File: src/logic/psr_pkg.sv
/*
 * psr_pkg: constants and carrier types for the PHY status and identifier
 * register bank.
 * Assumes a 32-bit APB slave on mclk, with registers one word apart at byte
 * address = 4 * register index.
 */
// Behaviour
// - status register at index 0x01 is read-only, reset reads 0x7849, writes ignored
// - status bits 14 and 13 are constant ones: 100 Mb/s full and half duplex
// - status bits 12 and 11 are constant ones: 10 Mb/s full and half duplex
// - status bit 3 is a constant one: auto-negotiation is supported
// - status bit 2 follows the link state, zero after reset
// - status bit 1 sets when a jabber condition is detected
// - jabber bit stays set after the condition ends; a status read clears it
// - status bit 0 is a constant one: extended register set present
// - identifier register at index 0x02 is read-only, first half of 32-bit code
// - identifier high word holds upper organisation id; low six bits live elsewhere
package psr_pkg;

   localparam logic [7:0]  IDX_STATUS      = 8'h01;
   localparam logic [7:0]  IDX_IDENT_HIGH  = 8'h02;
   localparam int          BYTE_PER_REG    = 4;

   localparam logic [15:0] STATUS_RESET    = 16'h7849;
   // bits that never change: capabilities, preamble suppression, extended set
   localparam logic [15:0] STATUS_FIXED    = 16'h7849;

   localparam int          BIT_LINK        = 2;
   localparam int          BIT_JABBER      = 1;
   localparam int          BIT_FAR_FAULT   = 4;
   localparam int          BIT_AUTONEG     = 5;

   // arbitrary neutral identifier value, not a real organisation id
   localparam logic [15:0] IDENT_HIGH_DEF  = 16'h1234;

   typedef struct packed {
      logic link_up;
      logic autoneg_done;
      logic jabber_seen;
      logic far_fault_seen;
   } psr_phy_in_type;

   typedef struct packed {
      logic        link;
      logic        autoneg_done;
      logic        jabber_flag;
      logic        far_fault_flag;
      logic [31:0] prdata;
      logic        pslverr;
   } psr_state_type;

endpackage : psr_pkg

File: src/logic/psr_regs.sv
/*
 * psr_regs: APB slave holding the PHY status register and the high half of
 * the PHY identifier.
 * Assumes phy_in comes from PHY logic on mclk (no synchroniser needed) and
 * that sticky inputs are held high for at least one cycle per event.
 */
// The APB register port is this design's own decision.
module psr_regs #(
   parameter int          ADDR_W     = 12,
   parameter logic [15:0] IDENT_HIGH = psr_pkg::IDENT_HIGH_DEF
) (
   input  wire logic                   mclk,
   input  wire logic                   rst_n,
   input  wire logic                   psel,
   input  wire logic                   penable,
   input  wire logic                   pwrite,
   input  wire logic [ADDR_W-1:0]      paddr,
   input  wire logic [31:0]            pwdata,
   output logic                        pready,
   output logic [31:0]                 prdata,
   output logic                        pslverr,
   input  wire psr_pkg::psr_phy_in_type phy_in,
   output logic [15:0]                 phy_status
);

   if (ADDR_W < 4) begin : g_chk
      $error("psr_regs: ADDR_W must be at least 4");
   end

   psr_pkg::psr_state_type st_r;
   psr_pkg::psr_state_type st_nxt;

   // composes the status word from live state
   function automatic logic [15:0] status_word(input psr_pkg::psr_state_type s);
      logic [15:0] w;
      w = psr_pkg::STATUS_FIXED;
      w[psr_pkg::BIT_LINK]      = s.link;
      w[psr_pkg::BIT_JABBER]    = s.jabber_flag;
      w[psr_pkg::BIT_FAR_FAULT] = s.far_fault_flag;
      w[psr_pkg::BIT_AUTONEG]   = s.autoneg_done;
      return w;
   endfunction : status_word

   function automatic logic addr_is(input logic [ADDR_W-1:0] a, input logic [7:0] idx);
      return a == ADDR_W'(32'(idx) * psr_pkg::BYTE_PER_REG);
   endfunction : addr_is

   logic setup;
   logic rd_status_done;
   logic pwdata_unused;

   assign pready         = 1'b1;
   assign setup          = psel & ~penable;
   // clear only what the read actually returned, so an event landing meanwhile survives
   assign rd_status_done = psel & penable & ~pwrite & addr_is(paddr, psr_pkg::IDX_STATUS);
   assign pwdata_unused  = ^pwdata;

   always_comb begin
      st_nxt              = st_r;
      st_nxt.link         = phy_in.link_up;
      st_nxt.autoneg_done = phy_in.autoneg_done;
      if (rd_status_done) begin
         st_nxt.jabber_flag    = st_r.jabber_flag & ~st_r.prdata[psr_pkg::BIT_JABBER];
         st_nxt.far_fault_flag = st_r.far_fault_flag & ~st_r.prdata[psr_pkg::BIT_FAR_FAULT];
      end
      // set wins over clear
      if (phy_in.jabber_seen) begin
         st_nxt.jabber_flag = 1'b1;
      end
      if (phy_in.far_fault_seen) begin
         st_nxt.far_fault_flag = 1'b1;
      end
      if (setup) begin
         st_nxt.pslverr = 1'b0;
         st_nxt.prdata  = 32'h0000_0000;
         if (addr_is(paddr, psr_pkg::IDX_STATUS)) begin
            // writes are accepted and dropped
            if (!pwrite) begin
               st_nxt.prdata = {16'h0000, status_word(st_r)};
            end
         end else if (addr_is(paddr, psr_pkg::IDX_IDENT_HIGH)) begin
            if (!pwrite) begin
               st_nxt.prdata = {16'h0000, IDENT_HIGH};
            end
         end else begin
            st_nxt.pslverr = 1'b1;
         end
      end
      if (!rst_n) begin
         st_nxt = '0;
      end
   end

   always_ff @(posedge mclk) begin
      st_r <= st_nxt;
   end

   assign prdata     = st_r.prdata;
   assign pslverr    = st_r.pslverr & psel & penable;
   assign phy_status = status_word(st_r);

endmodule : psr_regs

File: config.mk
export PLATFORM = sky130hd
export DESIGN_NAME = psr_regs
export DESIGN_NICKNAME = d
export VERILOG_FILES = /design/src/logic/psr_pkg.sv /design/src/logic/psr_regs.sv
export SDC_FILE = /design/constraint.sdc
export NUM_CORES = 1
export LEC_CHECK = 0
export BUFFER_PORTS_ARGS = -buffer_cell sky130_fd_sc_hd__clkbuf_2
export CAP_MARGIN = 10
export CORE_MARGIN = 2
export CORE_UTILIZATION = 34
export DETAILED_ROUTE_END_ITERATION = 16
export HOLD_SLACK_MARGIN = 0.06
export PLACE_DENSITY_LB_ADDON = 0.2
export RECOVER_POWER = 25
export SLEW_MARGIN = 15
export SYNTH_ARGS = -nofsm -noshare
export SYNTH_HDL_FRONTEND = slang
export SYNTH_SLANG_ARGS = --single-unit
File: constraint.sdc
create_clock -name mclk -period 3.7 [get_ports mclk]
set_input_delay 0.74 -clock mclk [delete_from_list [all_inputs] [get_ports mclk]]
set_output_delay 0.74 -clock mclk [all_outputs]
set_load 0.05 [all_outputs]
==> results of run 1 <==
worst reg2reg max path, delay by kind of cell, from the launching register on:
family	cells	cell delay (ns)
AO/OA/AOI/OAI	1	0.27
flip-flops	1	0.31
AND/OR/NAND/NOR	1	0.14
cell usage in the layout, fill, tap and decap left out, drive strengths merged:
master / synthesis / final
o21ai: 2 / 2
a31oi: 2 / 2
or4: 2 / 2
nor2: 1 / 1
inv: 2 / 2
and3: 1 / 1
clkbuf: 2 / 40
o31a: 1 / 1
and2: 3 / 3
xnor2: 1 / 1
nor3b: 1 / 1
a22oi: 1 / 1
conb: 2 / 33
or4b: 1 / 1
nor4: 3 / 3
a21boi: 3 / 3
or3b: 1 / 1
nor2b: 3 / 3
nand2: 5 / 5
nand2b: 2 / 2
dfxtp: 12 / 12
a21oi: 5 / 5
nor4b: 2 / 2
or3: 1 / 1
metal layers:
metal  vias up  share of wire (%)  track usage (%)
met1       294                 44            10.42
met5         -                  0                0
met4         0               0.41            4.082
met2        35                 46            15.45
met3         2                9.6            2.995
li1        319                  -                -
power groups by stage:
stage | registers, mW | clock network (mW) | logic [mW]
final | 0.135 | 0.0761 | 0.112
after global routing | 0.135 | 0.0866 | 0.118
after CTS | 0.135 | 0.0803 | 0.113
after detailed placement | 0.138 | 0 | 0.113
after global placement | 0.138 | 0 | 0.112
after floorplan | 0.137 | 0 | 0.128
area by class of cell:
| class | instances | area (µm²) |
|---|---|---|
| Tap cell | 31 | 38.79 |
| Inverter | 2 | 7.507 |
| Clock buffer | 3 | 22.52 |
| Multi-Input combinational cell | 74 | 430.4 |
| Sequential cell | 12 | 240.2 |
| Fill cell | 296 | 1769 |
| Timing Repair Buffer | 37 | 177.7 |
worst paths after layout:
check	start	endpoint	cells past startpoint
setup / recovery	psel	pslverr	3
hold / removal	phy_status[5]$_SDFF_PN0_	prdata[5]$_SDFFE_PN0P_	2
setup reg to reg	prdata[12]$_SDFFE_PN0P_	prdata[12]$_SDFFE_PN0P_	2
hold reg to reg	phy_status[5]$_SDFF_PN0_	prdata[5]$_SDFFE_PN0P_	2
sequential cells by signal, indices dropped and copies added, names as in the netlist:
| register | cells |
|---|---|
| st_r | 1 |
| phy_status | 4 |
| prdata | 7 |
stage by stage:
stage               power, mW  instances  worst slack [ns]  hold WS, ns
floorplan              0.2645        139             1.600       0.4354
global placement       0.2493        156             1.430       0.4505
detailed placement     0.2500        156             1.431       0.4592
CTS                    0.3274        159             1.689       0.4628
global route           0.3393        159             1.633       0.4845
finish                 0.3228        159             1.687       0.4613
cells by family (layout without fill, tap and decap cells):
family                 after synthesis  in the layout
flip-flops                          12             12
buffers and inverters               53             42
AO/OA/AOI/OAI                       14             14
XOR/XNOR                             1              1
AND/OR/NAND/NOR                     26             26
other                                2             33
==> results list, run 1 <==
- Slowest cell on the critical path: clkbuf_2
- Each instance of the synthesized netlist takes up on average 8.677 µm².
* Slew at the pin closest to its max-slew limit: 0.5981 ns
* H-Tree Level Count: 1
* Initial core utilization: 34.89%
- Post-Synth Simple-Gate Area: 22.56%
- Clock power frac: 23.6%
* Clock latency reported for the late side of the worst-skew pair: 0.26 ns
- The via count of the first global-routing pass is 549.
- Post-CTS repair changed the size of 0 cells.
- Power spread over the standard cell area amounts to 352.0 mW/mm².
- Global routing consumed, over all layers together, 9.160% of the routing resources.
* Number of remaining DRC errors: 0
- Among all flip-flop cells after synthesis, the most frequent one is dfxtp_1.
- Max IR drop VDD: 0.1725 mV
- The cell family contributing the most delay on the critical path is buffers and inverters.
* Count of nets left with antenna violations after detail routing: 0
- After the first detailed-routing iteration, the DRC count stood at 11.
- The first global-routing pass estimated 2263 µm of wire.
* Floorplan die width: 56.50 µm
* Number of synthesized flops with an enable pin: 0
- CTS placed an instance of clkbuf_4 at the clock tree root.
* Share of synthesized area spent on multiplexers: 0%
- The final critical path takes up 54.40% of the cycle.
- Reg2reg setup slack: 2.88 ns
- In this run the standard cell core region covers 0.002686 mm².
* Detailed-route via count: 650
- In this run the tightest slew margin relative to its limit is 60.30%.
- Worst min-delay path class: reg -> reg
- Critical Path Sink Type: primary output
- Post-synthesis compound-gate area fraction: 9.212%
- Post-synthesis share of cell area spent on full adders, half adders and majority gates: 0%
- The commonest cells after synthesis are buf_4, dfxtp_1, a21oi_1, nand2_1.
- Final net count: 183
- Critical Path Max Stage Delay: 0.27 ns
- Cell breakdown of the critical path: clkbuf_2 > and3_1 > clkbuf_2
* RePlAce Congestion: 0.6333
- The cell area that synthesis handed to floorplanning was 937.1 µm².
* Proportion of power drawn by flip-flops and latches: 41.7%
- In the routed layout, each cell is associated on average with a via count of 4.088.
- After detailed placement, the total cell area comes to 902.1 µm².
- Most area-consuming cells after synthesis: buf_4, dfxtp_1, nor4b_4
- Startpoint Class: primary input
- Leakage power total: 0.4664 nW
* Number of rows in the core area: 19
* Share of synthesized registers carrying an async set or reset: 0%
- Synthesized flop and latch total: 12
- Dominant combinational cell family by area after synthesis: buffers and inverters
- After legalization and detailed placement, the total HPWL measured 1209 µm.
- The total overflow left after global routing is 0.
* TritonCTS clock tree: yes
- Switching share of power: 42.45%
- In this run, post-CTS hold repair placed 0 buffers.
- Num CTS Buffers: 3
* Post-layout minimum cycle time: 2.013 ns
- In the final timing run, aggregate negative setup slack is 0 ns.
- Of all nets on the critical path, the largest fanout is 4.
* Die extent in y: 56.50 µm
- Counting along the longest clock path gives a buffer depth of 2.
* Instance count of the mapped netlist: 108
- In the final routed layout, each cell accounts on average for 9.132 µm.
- Antenna cell count: 0
- For this design the total switching power over the nets is 137.1 µW.
- Layout cell share with drive strength beyond 1: 32.03%
- Internal cell power: 185.8 µW
- For this run, the number of Yosys warnings is 0.
- By instance count, the cell type seen most on the critical path is clkbuf_2.
- Count of final setup violators: 0
- Entering global routing, the biggest net connects 13 pins.
- Cell with the most instances after synthesis: buf_4
- The biggest area contributor in the post-synthesis netlist is buf_4.
* Post-CTS setup buffer count: 0
* Register area share after synthesis: 25.63%
* Number of I/O pins: 103
- Counting distinct cell types in the post-synthesis netlist gives 27.
- In this run, the combinational gates consume 34.8% of the power.
* Post-Synth XOR/XNOR Area: 0.9346%
- Final-report max-slew violation count: 0
* Unrepaired setup endpoints after global routing: false
* Synthesis-to-finish area growth: -2.136%
* Clock sink count: 12
- Across the run, the number of max-cap violations was 0.
* Final cell area excluding filler cells: 917.1 µm²
- Wires add up to 1452 µm.
* Data arrival time of the critical path: 1.27 ns
- STA puts the critical path data required time at 2.96 ns.
- Derived from the worst setup path, the maximum achievable clock frequency is 496.8 MHz.
* Critical path class: in -> out
- Together, buffers and inverters on the worst path number 2.
- For this run, the detailed router's first-pass iteration total came to 4.
* Number of port buffers: 37
- Run status: finished, final reports clean
* Post-layout util: 34.14%
* Clock edge transition at the registers on the reported setup and hold paths: 0.07 ns
- Area share of the leading cell type in the synthesized netlist: 39.25%
- Die area: 0.003192 mm²
* Number of antenna violations at the first check in global routing: 0
- The clock arrives with 0.0006892 ns of skew.
- Final hold violation count: 0
No activity file was read; power rests on OpenSTA's default activity.
==> run 2, diff against run 1 <==
--- a/config.mk
+++ b/config.mk
@@ -5,6 +5,7 @@
 export SDC_FILE = /design/constraint.sdc
 export NUM_CORES = 1
 export LEC_CHECK = 0
+export ABC_AREA = 1
 export BUFFER_PORTS_ARGS = -buffer_cell sky130_fd_sc_hd__clkbuf_2
 export CAP_MARGIN = 10
 export CORE_MARGIN = 2
==> constraint.sdc (replaced) <==
create_clock -name mclk -period 1.9 [get_ports mclk]
set_input_delay 0.38 -clock mclk [delete_from_list [all_inputs] [get_ports mclk]]
set_output_delay 0.38 -clock mclk [all_outputs]
set_load 0.05 [all_outputs]
==> results list, run 2 <==
* Synthesized flop and latch total: 12 (unchanged)
- The worst setup path is of the reg -> out kind.
- Instance count of the mapped netlist: 135 (+25%)
- Startpoint Class: register
* Most numerous cell types in the synthesized netlist: buf_4, nand2_1, nor2_1, dfxtp_1, inv_1
- Antenna cell count: 0 (unchanged)
* Filler Cell Count: 292 (-1.4%)
- The area of the multi-input gates came to 409.1 µm² (-4.9%).
- Number of port buffers: 37 (unchanged)
- Most area-consuming cells after synthesis: buf_4, dfxtp_1, nand2_1
- The synthesized area was 977.2 µm² (+4.3%).
* Share of synthesized registers carrying an async set or reset: 0% (unchanged)
* Largest fanout on the critical path: 2 (-2)
* Reg2reg setup slack: 1.17 ns (-1.71 ns)
- The number of primary I/O pins is 103 (unchanged).
- The number of nets still failing antenna checks after routing came to 0 (unchanged).
- The share of the synthesized area in the top cell type came to 37.64% (-1.6 points).
- The adder and majority gate portion of the synthesized area is 0% (unchanged).
- Floorplan core area: 0.002734 mm² (+1.8%)
- The maximum count of clock buffers along a single path came to 2 (unchanged).
- The leakage power summed over all cells was 0.5823 nW (+25%).
- Commonest non-fill, non-tap cell in the layout: clkbuf_2
- The buffers inserted during post-CTS setup optimization is 0 (unchanged).
- The number of H-tree levels came to 1 (unchanged).
- The clock-pin slew of the registers on the worst-case setup and hold paths came to 0.07 ns (about the same).
- Worst min-delay path class: in -> reg
* Combined buffer and inverter count along the critical path: 2 (unchanged)
- Count of hold buffers inserted by post-cts repair: 0 (unchanged)
- Vias in the first global route: 651 (+19%)
- The number of nets in the layout was 212 (+16%).
- Gr ovfl total: 0 (unchanged)
- The tree is rooted in a clkbuf_4.
* Die extent in y: 57.61 µm (+2.0%)
- Distinct cell type count after synthesis: 20 (-26%)
* Total power consumption of the routed design: 637.8 µW (+98%)
- The setup slack after placement came to 0.5543 ns (-0.8765 ns).
* Floorplan die width: 57.61 µm (+2.0%)
- The DRC violation count after routing was 0 (unchanged).
- By instance count, the leading cell after synthesis is buf_4.
- The detailed-route via count was 725 (+12%).
- The final-layout setup total negative slack was 0 ns (unchanged).
- Final hold violation count: 0 (unchanged)
* Register area share after synthesis: 24.58% (-1.1 points)
- The worst setup path is captured at a primary output.
- The maximum ir drop on the vdd rail came to 0.2678 mV (+55%).
* Global Route Usage Sum: 9.763% (+0.60 points)
- The number of cell rows is 19 (unchanged).
- The proportion of layout cells with a drive suffix above 1 came to 31.85% (-0.18 points).
* Data arrival time of the critical path: 1.02 ns (-0.25 ns)
- Commonest non-fill, non-tap cells in the layout: clkbuf_2, conb_1, nand2_1, nor2_1
* Slowest cell on the critical path: dfxtp_1
* Power density normalized to cell area: 665.5 mW/mm² (+89%)
* Num CTS Buffers: 3 (unchanged)
- Critical Path Max Stage Delay: 0.31 ns (+0.04 ns)
* Detail-routed net length per standard cell: 8.074 µm (-12%)
- Resize count post-CTS: 0 (unchanged)
* Maximum number of pins on one net before global-route repair: 10 (-3)
- The setup violation total in the final timing report came to 0 (unchanged).
- Cell breakdown of the critical path: inv_1 > nor2_1 > clkbuf_2
- For this run, the leading register cell type out of synthesis is dfxtp_1.
- TritonCTS built the clock tree.
- Clock sink count: 12 (unchanged)
* Total number of yosys warnings: 0 (unchanged)
* Via density: 3.856 (-5.7%)
- The sequential standard cell area came to 240.2 µm² (unchanged).
* Die area: 0.003319 mm² (+4.0%)
* Largest delay share family, worst path: buffers and inverters
- After synthesis, the largest family of logic cells by area is buffers and inverters.
- The minimum hold slack was 0.2984 ns (-0.1629 ns).
- Initial core utilization: 35.74% (+0.86 points)
- # Max-Cap Violations: 0 (unchanged)
- The post-synthesis simple-gate area fraction is 26.12% (+3.6 points).
- The flow ran to the end, and the final reports show no timing, DRC or antenna violations.
* Hpwl dp: 1274 µm (+5.4%)
- The flip-flop count of the largest register after layout is 7 (unchanged).
* Post-layout minimum cycle time: 1.399 ns
* Final-report max-slew violation count: 0 (unchanged)
- Final Cycle Share: 73.62%
* Critical path data required time: 1.52 ns (-1.44 ns)
* Avg Synthesized Cell Area: 7.238 µm² (-17%)
- DR pass1 iterations: 4 (unchanged)
- Peak clock frequency supported by timing: 714.9 MHz
* Number of antenna violations at the first check in global routing: 0 (unchanged)
* Post-layout util: 35.06% (+0.92 points)
- The final worst slack was 0.5012 ns (-1.186 ns).
* Leading area contributor after synthesis: buf_4
- The clock tree skew after final layout came to 0.0001982 ns (-0.0004910 ns).
* Post-detailed-routing wire length: 1518 µm (+4.5%)
* RePlAce Congestion: 0.7329 (+16%)
* Synthesis-to-finish area growth: -1.921%
- Number of synthesized flops with an enable pin: 0 (unchanged)
* Post-synthesis compound-gate area fraction: 4.353% (-4.9 points)
- The synthesized-area fraction occupied by xor and xnor cells is 0% (-0.93 points).
- The count of routing violations after the opening detailed-route iteration is 17 (+6).
- The later-pin clock latency in the skew report was 0.26 ns (about the same).
* Unrepaired setup endpoints after global routing: false
- The wire length of the first global-routing pass is 2539 µm (+12%).
- Share of synthesized area spent on multiplexers: 0% (unchanged)
## run 2: stage by stage
stage          instances  cell area [µm²]
5_1_grt              188            958.4
3_5_place_dp         185            949.7
6_report             188            958.4
3_3_place_gp         185            949.7
4_1_cts              188            972.2
2_1_floorplan        166             1094
## run 2: area by class of cell
class	count	area share, %
multi-input combinational	88	42.69
timing repair buffer	37	19.19
inverter	17	6.658
sequential	12	25.07
clock buffer	3	2.350
tap	31	4.047
## run 2: power by group
part           switching (mW)  leakage, nW  internal [mW]
Clock                  0.0754       0.0138         0.0732
Sequential            0.00350       0.0981          0.258
Combinational           0.198        0.470         0.0296
## run 2: path summary, 6_finish.rpt
check	from	endpoint	cells past startpoint
worst min-delay path	phy_in[2]	phy_status[5]$_SDFF_PN0_	3
worst max register to register	prdata[4]$_SDFFE_PN0P_	phy_status[4]$_SDFFE_PN0P_	3
worst max-delay path	st_r[0]$_SDFFE_PN0P_	pslverr	3
worst min register to register	prdata[9]$_SDFFE_PN0P_	prdata[9]$_SDFFE_PN0P_	2
## run 2: cell families after synthesis
logic type	count (synthesis)
AOI/OAI and AO/OA	8
DFF	12
and+or+nand+nor	47
other	2
buffers and inverters	66
## run 2: metal layers
layer / GRT usage (%) / vias up / share of wire [%]
met5: 0 / - / 0
met4: 4.983 / 0 / 0.92
met3: 2.009 / 2 / 9.0
met2: 17.21 / 41 / 50
met1: 11.07 / 311 / 40
li1: - / 371 / -
## run 2: worst min-delay path, stage by stage
cell	delay (ns)
clkbuf_2	0.07
nand2_1	0.04
inv_1	0.04
